<file path="src/hw/ebt_pkg.sv">
package ebt_pkg;
  // register offsets on the plain port
  localparam logic [1:0] ADDR_CONTROL = 2'h0;
  localparam logic [1:0] ADDR_COUNT   = 2'h1;
  localparam logic [1:0] ADDR_COMPARE = 2'h2;
  localparam logic [1:0] ADDR_STATUS  = 2'h3;

  // control field positions
  localparam int CTL_FORCE_BIT  = 7;
  localparam int CTL_WGM_LO_BIT = 6;
  localparam int CTL_ACT_HI_BIT = 5;
  localparam int CTL_ACT_LO_BIT = 4;
  localparam int CTL_WGM_HI_BIT = 3;
  localparam int CTL_CS_MSB     = 2;

  // status field positions (write one to clear)
  localparam int STS_OVF_BIT = 0;
  localparam int STS_CMP_BIT = 1;

  localparam logic [7:0] CONTROL_RESET = 8'h00;
  localparam logic [7:0] COUNT_RESET   = 8'h00;
  localparam logic [7:0] COMPARE_RESET = 8'h00;
  localparam logic [7:0] CNT_MAX       = 8'hff;
  localparam logic [7:0] CNT_BOTTOM    = 8'h00;
  localparam int         PRESCALE_MAX  = 1024;
  localparam int         PC_PERIOD     = 510;

  typedef enum logic [1:0] {
    EBT_NORMAL = 2'h0,
    EBT_PCPWM  = 2'h1,
    EBT_CLEAR  = 2'h2,
    EBT_FPWM   = 2'h3
  } ebt_mode_t;

  typedef enum logic [1:0] {
    EBT_UP   = 2'b01,
    EBT_DOWN = 2'b10
  } ebt_dir_t;

  typedef struct packed {
    logic [1:0] addr;
    logic [7:0] wdata;
    logic       wr;
    logic       rd;
  } ebt_req_t;
endpackage

</file>
<file path="src/hw/ebt_timer.sv">
`timescale 1ns/1ps
// Summary of operation
// phase correct counts bottom up to 0xff then back down, repeating.
// at max in phase correct, reverse and hold max one tick.
// phase correct sets overflow flag at bottom, not at max.
// phase correct actions: 00 off, 01 reserved, 10/11 up/down clear-set pairs.
// phase correct compare at bottom or max gives constant output level.
// output at max equals up-count match result for symmetry.
// start above compare misses up match; output fixed at max instead.
// phase correct period is 510 ticks.
// timer tick is a clock enable on the single clock.
// force compare bit 7 applies match in non-pwm modes; reads zero.
// forced match sets no flag and does not clear counter.
// software writes force as zero in pwm modes; ignored there.
// waveform mode sits at control bits 6 and 3.
// bit3 high, bit6 low: 00 normal, 01 pc pwm, 10 clear, 11 fast.
// top 0xff except clear mode; compare buffered to top in pwm modes.
// action bits 5:4; nonzero connects output, driver needs direction bit.
// non-pwm actions: 00 off, 01 toggle, 10 clear, 11 set.
// fast pwm: 10 clear on match set at top, 11 inverse.
// pwm with compare at top and action high ignores match, acts at top.
// clock select 0 stop, 1 direct, then /8 /32 /64 /128 /256 /1024.
// count register read/write; a write blocks next tick's match. Clear mode still clears the counter on that match.
// compare value compared continuously; match sets compare flag.
// normal mode wraps 0xff to 0; overflow set as count becomes zero.
// clear mode clears counter on match with compare value.
// fast pwm counts to max then clears on next tick.
// stopped clock freezes counter, flags, output; writes still accepted.
// compare flag set on equality alike in every mode.
module ebt_timer
  import ebt_pkg::*;
#(
  parameter int PRESCALE_W = 10
) (
  input  wire logic             clock,
  input  wire logic             rst,
  input  wire ebt_pkg::ebt_req_t req,
  output logic [7:0]            rdata,
  input  wire logic             pin_direction_bit,
  input  wire logic             port_data,
  output logic                  compare_output,
  output logic                  compare_output_pin,
  output logic                  compare_output_oe_n,
  output logic                  overflow_flag,
  output logic                  compare_flag
);
  import ebt_pkg::*;

  logic [7:0]            control_r;
  logic [7:0]            count_r;
  logic [7:0]            compare_buf_r;
  logic [7:0]            compare_act_r;
  logic                  oc_r;
  logic                  ovf_r;
  logic                  cmp_r;
  logic                  block_r;
  ebt_dir_t              dir_r;
  logic [PRESCALE_W-1:0] pre_r;
  logic                  timer_tick;
  logic                  tick_pre;
  ebt_mode_t             mode;
  logic [1:0]            action;
  logic [2:0]            clock_select;
  logic                  is_pwm;
  logic                  at_top;
  logic                  match;
  logic                  match_ok;
  logic                  wr_ctl;
  logic                  wr_cnt;
  logic                  wr_cmp;
  logic                  wr_sts;
  logic                  force_hit;
  logic [7:0]            count_nxt;
  ebt_dir_t              dir_nxt;
  logic                  oc_nxt;
  logic                  ovf_set;

  assign wr_ctl = req.wr && req.addr == ADDR_CONTROL;
  assign wr_cnt = req.wr && req.addr == ADDR_COUNT;
  assign wr_cmp = req.wr && req.addr == ADDR_COMPARE;
  assign wr_sts = req.wr && req.addr == ADDR_STATUS;

  // mode bits split across the control byte
  // bit 3 is the high mode bit
  assign mode         = ebt_mode_t'({control_r[CTL_WGM_HI_BIT], control_r[CTL_WGM_LO_BIT]});
  assign action       = control_r[CTL_ACT_HI_BIT:CTL_ACT_LO_BIT];
  assign clock_select = control_r[CTL_CS_MSB:0];
  assign is_pwm       = mode == EBT_PCPWM || mode == EBT_FPWM;

  // divider selected by clock select
  function automatic logic div_pulse(input logic [2:0] cs, input logic [PRESCALE_W-1:0] p);
    logic r;
    r = 1'b0;
    unique case (cs)
      3'h0: r = 1'b0;
      3'h1: r = 1'b1;
      3'h2: r = p[2:0] == '1;
      3'h3: r = p[4:0] == '1;
      3'h4: r = p[5:0] == '1;
      3'h5: r = p[6:0] == '1;
      3'h6: r = p[7:0] == '1;
      3'h7: r = p[9:0] == '1;
    endcase
    return r;
  endfunction

  // non-pwm action on a real or forced match
  function automatic logic act_apply(input logic [1:0] a, input logic o);
    logic r;
    r = o;
    unique case (a)
      2'h0: r = o;
      2'h1: r = ~o;
      2'h2: r = 1'b0;
      2'h3: r = 1'b1;
    endcase
    return r;
  endfunction

  // free-running prescaler; the /1024 tap sets its width
  always_ff @(posedge clock) begin
    if (rst) begin
      pre_r <= '0;
    end else begin
      pre_r <= pre_r + 1'b1;
    end
  end

  assign tick_pre = div_pulse(clock_select, pre_r);
  // tick is only an enable, never a clock
  // stopped select yields no tick
  assign timer_tick = tick_pre;

  // top is compare in ctc, 0xff elsewhere
  assign at_top = (mode == EBT_CLEAR) ? (count_r == compare_act_r) : (count_r == CNT_MAX);

  // continuous equality; R21: blocked after a count write
  assign match    = count_r == compare_act_r;
  assign match_ok = match && !block_r;

  // force ignored in pwm modes
  // strobe acts in non-pwm modes
  // the mode and action being written decide the forced effect
  assign force_hit = wr_ctl && req.wdata[CTL_FORCE_BIT] && !req.wdata[CTL_WGM_LO_BIT];

  // counting sequence
  always_comb begin
    count_nxt = count_r;
    dir_nxt   = dir_r;
    ovf_set   = 1'b0;
    unique case (mode)
      EBT_NORMAL: begin
        // wrap, overflow as zero is reached
        count_nxt = count_r + 8'h01;
        ovf_set   = count_r == CNT_MAX;
      end
      EBT_CLEAR: begin
        // clear on match
        count_nxt = match ? CNT_BOTTOM : count_r + 8'h01;
        ovf_set   = count_r == CNT_MAX;
      end
      EBT_FPWM: begin
        // single slope
        count_nxt = count_r + 8'h01;
        ovf_set   = count_r == CNT_MAX;
      end
      EBT_PCPWM: begin
        // dual slope; R02: max held one tick by turning there
        // 255 up plus 255 down gives 510 ticks
        if (dir_r == EBT_UP) begin
          if (count_r == CNT_MAX) begin
            dir_nxt   = EBT_DOWN;
            count_nxt = count_r - 8'h01;
          end else begin
            count_nxt = count_r + 8'h01;
          end
        end else begin
          if (count_r == CNT_BOTTOM) begin
            dir_nxt   = EBT_UP;
            count_nxt = count_r + 8'h01;
          end else begin
            count_nxt = count_r - 8'h01;
          end
        end
        // overflow as bottom is reached
        ovf_set = dir_r == EBT_DOWN && count_r == 8'h01;
      end
    endcase
  end

  // waveform generator
  always_comb begin
    oc_nxt = oc_r;
    unique case (mode)
      EBT_NORMAL, EBT_CLEAR: begin
        // toggle, clear, set on match
        if (match_ok) begin
          oc_nxt = act_apply(action, oc_r);
        end
      end
      EBT_FPWM: begin
        // action at top wins; R19: match ignored when compare is top
        if (action[1]) begin
          if (count_r == CNT_MAX) begin
            oc_nxt = ~action[0];
          end else if (match_ok) begin
            oc_nxt = action[0];
          end
        end
      end
      EBT_PCPWM: begin
        if (action[1]) begin
          // at max take the up-count match result
          // covers a start above compare
          // with action 10, compare 0 stays low, compare max stays high
          // match at top replaced by this action
          if (count_r == CNT_MAX) begin
            oc_nxt = (compare_act_r == CNT_MAX) ? ~action[0] : action[0];
          end else if (match_ok) begin
            // 10 clears going up, sets going down; bottom counts as up
            oc_nxt = (dir_r == EBT_UP || count_r == CNT_BOTTOM) ? action[0] : ~action[0];
          end
        end
      end
    endcase
    // forced match uses the action just written
    if (force_hit) begin
      oc_nxt = act_apply(req.wdata[CTL_ACT_HI_BIT:CTL_ACT_LO_BIT], oc_r);
    end
  end

  always_ff @(posedge clock) begin
    if (rst) begin
      control_r <= CONTROL_RESET;
    end else if (wr_ctl) begin
      // force bit not stored so it reads zero
      control_r <= {1'b0, req.wdata[6:0]};
    end
  end

  always_ff @(posedge clock) begin
    if (rst) begin
      count_r <= COUNT_RESET;
      dir_r   <= EBT_UP;
    end else if (wr_cnt) begin
      // software writes the counter directly
      count_r <= req.wdata;
    end else if (timer_tick) begin
      count_r <= count_nxt;
      dir_r   <= mode == EBT_PCPWM ? dir_nxt : EBT_UP;
    end
  end

  // write blocks the match of the following tick
  always_ff @(posedge clock) begin
    if (rst) begin
      block_r <= 1'b0;
    end else if (wr_cnt) begin
      block_r <= 1'b1;
    end else if (timer_tick) begin
      block_r <= 1'b0;
    end
  end

  // immediate outside pwm, loaded at top in pwm modes
  always_ff @(posedge clock) begin
    if (rst) begin
      compare_buf_r <= COMPARE_RESET;
      compare_act_r <= COMPARE_RESET;
    end else begin
      if (wr_cmp) begin
        compare_buf_r <= req.wdata;
      end
      if (!is_pwm) begin
        compare_act_r <= wr_cmp ? req.wdata : compare_buf_r;
      end else if (timer_tick && at_top) begin
        compare_act_r <= compare_buf_r;
      end
    end
  end

  // forced match alters only the output
  always_ff @(posedge clock) begin
    if (rst) begin
      oc_r <= 1'b0;
    end else if (timer_tick || force_hit) begin
      oc_r <= oc_nxt;
    end
  end

  // flags: set wins over a write-one clear
  always_ff @(posedge clock) begin
    if (rst) begin
      ovf_r <= 1'b0;
      cmp_r <= 1'b0;
    end else begin
      if (timer_tick && ovf_set) begin
        ovf_r <= 1'b1;
      end else if (wr_sts && req.wdata[STS_OVF_BIT]) begin
        ovf_r <= 1'b0;
      end
      // same equality rule in every mode
      if (timer_tick && match_ok) begin
        cmp_r <= 1'b1;
      end else if (wr_sts && req.wdata[STS_CMP_BIT]) begin
        cmp_r <= 1'b0;
      end
    end
  end

  always_ff @(posedge clock) begin
    if (rst) begin
      rdata <= 8'h00;
    end else if (req.rd) begin
      unique case (req.addr)
        ADDR_CONTROL: rdata <= control_r;
        ADDR_COUNT:   rdata <= count_r;
        ADDR_COMPARE: rdata <= compare_buf_r;
        ADDR_STATUS:  rdata <= {6'h00, cmp_r, ovf_r};
      endcase
    end else begin
      rdata <= 8'h00;
    end
  end

  assign compare_output = oc_r;
  assign overflow_flag  = ovf_r;
  assign compare_flag   = cmp_r;
  // nonzero action takes over the pin; direction enables driver
  assign compare_output_pin  = (action != 2'h0) ? oc_r : port_data;
  assign compare_output_oe_n = ~pin_direction_bit;

  // overflow in normal mode follows a wrap to zero
  property p_norm_ovf;
    @(posedge clock) disable iff (rst)
      (timer_tick && mode == EBT_NORMAL && count_r == CNT_MAX && !wr_cnt) |=> (count_r == 8'h00 && ovf_r);
  endproperty
  a_norm_ovf: assert property (p_norm_ovf) else $error("normal wrap missed overflow");

  property p_pc_turn;
    @(posedge clock) disable iff (rst)
      (timer_tick && mode == EBT_PCPWM && dir_r == EBT_UP && count_r == CNT_MAX && !wr_cnt && !wr_ctl)
        |=> (dir_r == EBT_DOWN && count_r == 8'hfe);
  endproperty
  a_pc_turn: assert property (p_pc_turn) else $error("phase correct did not turn at max");

  property p_pc_no_max_ovf;
    @(posedge clock) disable iff (rst)
      (timer_tick && mode == EBT_PCPWM && count_r == CNT_MAX && !ovf_r && !wr_ctl) |=> !ovf_r;
  endproperty
  a_pc_no_max_ovf: assert property (p_pc_no_max_ovf) else $error("overflow at max in phase correct");

  property p_clr_clear;
    @(posedge clock) disable iff (rst)
      (timer_tick && mode == EBT_CLEAR && match && !wr_cnt && !wr_ctl) |=> count_r == 8'h00;
  endproperty
  a_clr_clear: assert property (p_clr_clear) else $error("clear mode did not clear on match");

  property p_force_noflag;
    @(posedge clock) disable iff (rst)
      (force_hit && !timer_tick && !cmp_r) |=> !cmp_r;
  endproperty
  a_force_noflag: assert property (p_force_noflag) else $error("forced match set flag");

  property p_block;
    @(posedge clock) disable iff (rst)
      (timer_tick && block_r && !cmp_r) |=> !cmp_r;
  endproperty
  a_block: assert property (p_block) else $error("match not blocked after count write");

  property p_stop;
    @(posedge clock) disable iff (rst)
      (clock_select == 3'h0 && !req.wr) |=> $stable(count_r) && $stable(oc_r);
  endproperty
  a_stop: assert property (p_stop) else $error("stopped timer changed state");

  property p_force_rd0;
    @(posedge clock) disable iff (rst)
      req.rd && req.addr == ADDR_CONTROL |=> !rdata[CTL_FORCE_BIT];
  endproperty
  a_force_rd0: assert property (p_force_rd0) else $error("force bit read as one");

  property p_cmp_set;
    @(posedge clock) disable iff (rst)
      (timer_tick && match_ok) |=> cmp_r;
  endproperty
  a_cmp_set: assert property (p_cmp_set) else $error("compare flag not set");

  c_pc_turn: cover property (@(posedge clock) mode == EBT_PCPWM && dir_r == EBT_DOWN && count_r == 8'h00);
  c_clr:     cover property (@(posedge clock) mode == EBT_CLEAR && timer_tick && match_ok);
  c_fpwm:    cover property (@(posedge clock) mode == EBT_FPWM && timer_tick && count_r == CNT_MAX);
  c_force:   cover property (@(posedge clock) force_hit);
endmodule

</file>
<file path="config.mk">
export PLATFORM = sky130hd
export DESIGN_NAME = ebt_timer
export DESIGN_NICKNAME = d
export VERILOG_FILES = /design/src/hw/ebt_pkg.sv /design/src/hw/ebt_timer.sv
export SDC_FILE = /design/constraint.sdc
export NUM_CORES = 1
export LEC_CHECK = 0
export BUFFER_PORTS_ARGS = -buffer_cell sky130_fd_sc_hd__clkbuf_2
export CELL_PAD_IN_SITES_DETAIL_PLACEMENT = 0
export CELL_PAD_IN_SITES_GLOBAL_PLACEMENT = 1
export CORE_MARGIN = 2
export CORE_UTILIZATION = 45
export CTS_CLUSTER_DIAMETER = 30
export DETAILED_ROUTE_END_ITERATION = 6
export PLACE_DENSITY_LB_ADDON = 0.15
export SLEW_MARGIN = 10
export SYNTH_ARGS = -nofsm -noshare
export SYNTH_HDL_FRONTEND = slang
export SYNTH_SLANG_ARGS = --single-unit
</file>
<file path="constraint.sdc">
create_clock -name clock -period 2.4 [get_ports clock]
set_input_delay 0.48 -clock clock [delete_from_list [all_inputs] [get_ports clock]]
set_output_delay 0.48 -clock clock [all_outputs]
set_load 0.01 [all_outputs]
</file>
# Word level (Yosys, flattened, before mapping)
# Index checks and enable logic that the tools add are counted.
[op_classes]
bitwise = 5
add_sub_neg = 3
reduce_logical = 34
n_shift = 0
eq_ne = 41
magnitude_cmp = 0
n_mux = 38
div = 0
n_mul = 0
[op_table]
columns = ["cell", "count"]
rows = [
  ["two-way mux 8 bit", 9],
  ["case mux 8 bit (4 select lines)", 1],
  ["equality test 8 bit (second input constant)", 3],
  ["case mux 8 bit (3 select lines)", 1],
  ["equality test 2 bit (second input constant)", 9],
  ["two-way mux 1 bit", 18],
  ["inequality test 3 bit (second input constant)", 6],
  ["equality test 3 bit (second input constant)", 5],
  ["logical AND 1 bit", 13],
  ["adder 10 x 1 -> 10 bit (second input constant)", 1],
  ["equality test 10 bit (second input constant)", 1],
  ["equality test 2 x 1 -> 1 bit (second input constant)", 5],
  ["case mux 1 bit (3 select lines)", 3],
  ["adder 8 x 1 -> 8 bit (second input constant)", 1],
  ["equality test 8 x 1 -> 1 bit (second input constant)", 1],
  ["equality test 8 bit", 1],
  ["logical NOT 2 bit", 4],
  ["logical NOT 8 bit", 1],
  ["two-way mux 2 bit", 4],
  ["case mux 1 bit (8 select lines)", 1],
  ["AND reduction 8 bit", 1],
  ["nonzero test 2 bit", 4],
  ["subtractor 8 x 1 -> 8 bit (second input constant)", 1],
  ["equality test 7 bit (second input constant)", 1],
  ["16 further kinds", 26],
]
[word_totals]
wordCells = 132
latchBits = 0
output_inout_bits = 13
input_bits = 16
mem_bits_rw = 0
regBits = 55
mem_bits_ro = 0
n_memories = 0

# Logic depth before layout (Yosys ltp)
[logic_depth]
ltp_word = 8
mapped_depth = 10
depth_no_buf = 9

# Least setup slack after synthesis
# OpenSTA, ideal clock, no wires.
[synth_timing]
path_kind = "reg-to-reg"
from = "register pre_r[0]"
to = "register count_r[4]"
path_stages_with_launch = 10
n_path_buf = 0
arrival_ns = 1.968
t_required_ns = 2.280
synth_period_minus_slack_ns = 2.088
setup_ns = 0.120
setup_slack_ns = 0.312
path_cell_list = "dfxtp_1 -> ha_1 -> and3_1 -> ha_1 -> inv_1 -> a311o_1 -> o21a_4 -> nand2_1 -> a41o_1 -> a211o_1"
[synth_via]
elab_chain_len = 3
word_cells_on_any_way = 8
[synth_rtl]
columns = ["element", "line_no", "source"]
rows = [
  ["start, declared", "ebt_timer.sv:58", "logic [PRESCALE_W-1:0] pre_r;"],
  ["start signal, assigned", "ebt_timer.sv:125", "pre_r <= pre_r + 1'b1;"],
  ["equality test 10 bit (tied with other cells)", "ebt_timer.sv:102", "3'h7: r = p[9:0] == '1;"],
  ["case mux 1 bit (8 select lines) (*)", "ebt_timer.sv:94", "unique case (cs)"],
  ["nonzero test 2 bit (no line) (*)", "-", ""],
  ["end signal, assigned", "ebt_timer.sv:247", "count_r <= req.wdata;"],
  ["end signal, assigned", "ebt_timer.sv:249", "count_r <= count_nxt;"],
  ["end, declared", "ebt_timer.sv:50", "logic [7:0] count_r;"],
]
# Mark *: on every way between the ends. The rest lies on a longest branch, timed or not.
# A chain may end at the register's enable or synchronous reset.

# Worst setup path after layout
[layout_timing]
from = "register pre_r[0]"
to = "register compare_act_r[1]"
[layout_via]
elab_chain_len = 4
word_cells_on_any_way = 9
[layout_rtl]
columns = ["element", "line_no", "source"]
rows = [
  ["equality test 10 bit (tied with other cells)", "ebt_timer.sv:102", ""],
  ["case mux 1 bit (8 select lines) (*)", "ebt_timer.sv:94", ""],
  ["logical AND 1 bit (*)", "ebt_timer.sv:276", "end else if (timer_tick && at_top) begin"],
  ["inequality test 2 x 1 -> 1 bit (no line) (*)", "-", ""],
  ["end signal, assigned", "ebt_timer.sv:275", "compare_act_r <= wr_cmp ? req.wdata : compare_buf_r;"],
  ["end signal, assigned", "ebt_timer.sv:277", "compare_act_r <= compare_buf_r;"],
  ["end, declared", "ebt_timer.sv:52", "logic [7:0] compare_act_r;"],
]
# Marked as above.

==> run summary <==
The clock net in this run drives a total of 55 sinks. The clock share of power is 0.303. H-tree level count: 2.

Simple-gate share of the synthesized area: 0.225. Once detail routing completed, the nets flagged for antenna violations numbered 0. The slew at the pin with the worst max-slew slack came out at 601 ps. The final-report setup violation count is 0. The congestion estimate from routability-driven global placement came to 0.846. The share of post-route cells with drive strength above 1 came out at 0.181. The startpoint type of the worst setup path is a register.

Count of buffers from port buffering: 28. The number of enable flip-flop cells after synthesis was 0. The dominant cell type by area after synthesis was dfxtp_1.

The overall track demand over capacity in global routing was 0.232; the synthesized-area fraction occupied by ao, oa, aoi and oai cells was 0.205. The repair_antennas step left the layout with diodes totalling 0. The logs give 0.231 mV for the maximum vdd drop and 700 for the fill cell total of the finished layout. The run gives 0.201 as the combinational power share. By area, the combinational part of the netlist is dominated by simple AND/OR/NAND/NOR gates. The library cell used most frequently in the layout, excluding fill and tap cells, is nor2_1. Share of the cycle needed by the critical path after routing: 0.940. Sorting the synthesized cells by area gives the leading types as dfxtp_1 (33%), mux2i_1 (7.8%), nor2_1 (6.8%).

The worst-case headroom to the max-slew limit is 0.598, and the power density relative to cell area is 540 nW/um2. The proportion of synthesized flip-flops having asynchronous set or reset was 0. The first TritonRoute pass finished after 4 iterations. Setup repair after global routing left no endpoint under its margin. The row count is 31. Most frequently used flop master after synthesis: dfxtp_1. The remaining global-route overflow is 0, and the number of hold violations in the final report is 0. The die is 89.9 um tall. The run finished with clean final reports. The minimum period implied by the final worst setup slack was 2260 ps; the number of storage elements in the synthesis netlist was 55. The library cells used most frequently in the layout, excluding fill and tap cells, are nor2_1 (60), dfxtp_1 (55), clkbuf_2 (28), mux2i_1 (25), a21oi_1 (24). The ratio of routed vias to standard cells is 5.60.

The via count of the first global-routing pass was 2825; the insertion delay of the later-clocked pin in the worst-skew pair was 310 ps. The final core utilization is 0.527, and the number of buffers created by CTS is 5. The final number of max-transition violations is 0.

In this run the clock root is driven by a clkbuf_8. The fraction of synthesized cell area taken by the top area cell type came out at 0.332. For the final routed database, the setup TNS stands at 0 ps. In this run the static leakage power is 1.55 nW. The path class of the tightest hold or removal check is reg2reg.

The cell area after synthesis was 3320 um2. Fraction of power consumed by sequential logic: 0.496. Cell count after synthesis: 391. The routed wirelength normalized by instance count was 17.6 um. Entering global routing, the biggest net connects 20 pins. The final layout contains 453 nets.

Fraction of the mapped netlist area in adder cells: 0.0415. For the worst setup path, the data required time is 2600 ps. The area of the die was 8070 um2.

29 I/O pins were placed. Between clock sinks in the finished design, the worst skew comes to 9.41 ps. The DRC violation count after routing was 0; the top fanout value on the critical path was 8. During synthesis, Yosys emitted a total of 0 warnings.

The area growth from synthesis to layout came out at 14.1%. The worst setup path is captured at a register. The HPWL after detailed placement is 6990 um. The count of cell types in the netlist is 68.

Type of the worst setup path: reg2reg. The post-synthesis area per instance was 8.48 um2; the number of max-cap violations was 0. The routed design has 9240 um of wire. The die boundary width works out to 89.9 um. The tools report the wire length of the first global-routing pass as 15000 um. Timing would allow up to 443 MHz. The floorplan step defined a core boundary enclosing 7180 um2. The completed layout was analyzed and its total power is 2.04 mW.

No sink is reached through more buffers than the 2 on the longest clock path. The switching fraction of total power was 0.296; the cell-internal power was 1.44 mW. The data arrival at the endpoint of the critical path is 2460 ps. The fraction of synthesized cell area in xor and xnor cells came out at 0.0581. The effective utilization at floorplan is 0.462. The number of antenna violations at the first check in global routing was 0; the tightest hold margin was 461 ps. For this design the total switching power over the nets is 0.605 mW. The sequential area share after synthesis was 0.332. The first routing iteration left 156 violations.

The run gives 418 as the total nets after synthesis. The clock slew at the register clock pins of the worst setup and hold paths works out to 100 ps. TritonCTS built the clock tree. The portion of netlist area occupied by mux cells was 0.0954; the cts-stage hold buffer count was 0. For this block, the via count after detailed routing is 2941.
==> flip-flops by register name, summed over array words and instances (netlist names) <==
name and count:
compare_flag 1, compare_buf_r 8, rdata 8, overflow_flag 1, block_r 1, pre_r 10, compare_output 1, dir_r 2
control_r 7, compare_act_r 8, count_r 8
==> cell usage after synthesis (3+ instances only) <==
master     n
nor2_1    60
dfxtp_1   55
mux2i_1   26
a21oi_1   24
nand2_1   23
clkbuf_1  15
xor2_1    15
ha_1      11
inv_1     11
nor2b_1   10
o21ai_0   10
nand4_1    9
a21o_1     8
nand3_1    7
xnor2_1    7
a211o_1    6
nor3_1     5
nor3b_1    5
o211ai_1   5
buf_1      4
buf_2      4
nand3b_1   4
o21ai_1    4
a211oi_1   3
o21bai_1   3
or3_1      3
==> area by class of cell <==
cell class / instances / area [um2] / share of cell area
clock inverters: 2 / 37.5 / 0.00992
well taps: 99 / 124 / 0.0327
flip-flops and latches: 55 / 1100 / 0.291
repair buffers: 52 / 333 / 0.0880
multi-input cells: 301 / 2080 / 0.549
inverters: 11 / 41.3 / 0.0109
clock buffers: 5 / 68.8 / 0.0182
==> cell families (layout without fill, tap and decap cells) <==
group           Yosys count  count (layout)
simple gates            146             146
mux                      29              29
compound gates           93              93
buf+inv                  35              70
fa+ha+maj                11              11
xor+xnor                 22              22
flops                    55              55
==> worst max-delay path: stages, from the launching register on <==
cell and delay, ps:
dfxtp_1 370, ha_1 210, and3_1 170, ha_1 140, inv_1 40, a311o_1 400
o21ai_4 150, o211a_1 250, buf_12 140, mux2i_2 210, o31ai_2 70
==> power groups by stage <==
stage	clock, mW	sequential (mW)	combinational, mW
2_1_floorplan	0	0.998	0.300
3_3_place_gp	0	1.03	0.402
3_5_place_dp	0	1.03	0.403
4_1_cts	0.634	1.01	0.406
5_1_grt	0.673	1.02	0.452
6_report	0.620	1.01	0.411
==> path summary, 6_finish.rpt <==
path	cells after the start	startpoint	to	slack, ps
min reg2reg	1	pre_r[0]	pre_r[0]	460
max reg2reg	10	pre_r[0]	compare_act_r[1]	140
min	1	pre_r[0]	pre_r[0]	460
max	10	pre_r[0]	compare_act_r[1]	140
==> timing repair <==
| action | in CTS | in global routing |
|---|---|---|
| endpoints found under the hold margin | 0 | 0 |
| setup buffers | 0 | 2 |
| gates resized for setup | 0 | 2 |
| endpoints found under the setup margin | 0 | 5 |
==> layer usage <==
layer | track usage | share of wire | vias up
li1 | - | - | 1464
met1 | 0.318 | 0.48 | 1397
met4 | 0.0615 | 0.014 | 0
met3 | 0.0360 | 0.039 | 8
met5 | 0 | 0 | -
met2 | 0.383 | 0.47 | 72
==> per-stage QoR <==
step | cells | setup slack, ps | area (um2)
floorplan | 391 | 312 | 3320
global placement | 516 | 184 | 3660
global route | 525 | 14.9 | 3780
detailed placement | 516 | 124 | 3660
CTS | 523 | 112 | 3760
finish | 525 | 143 | 3780
No activity file was read; power rests on OpenSTA's default activity.
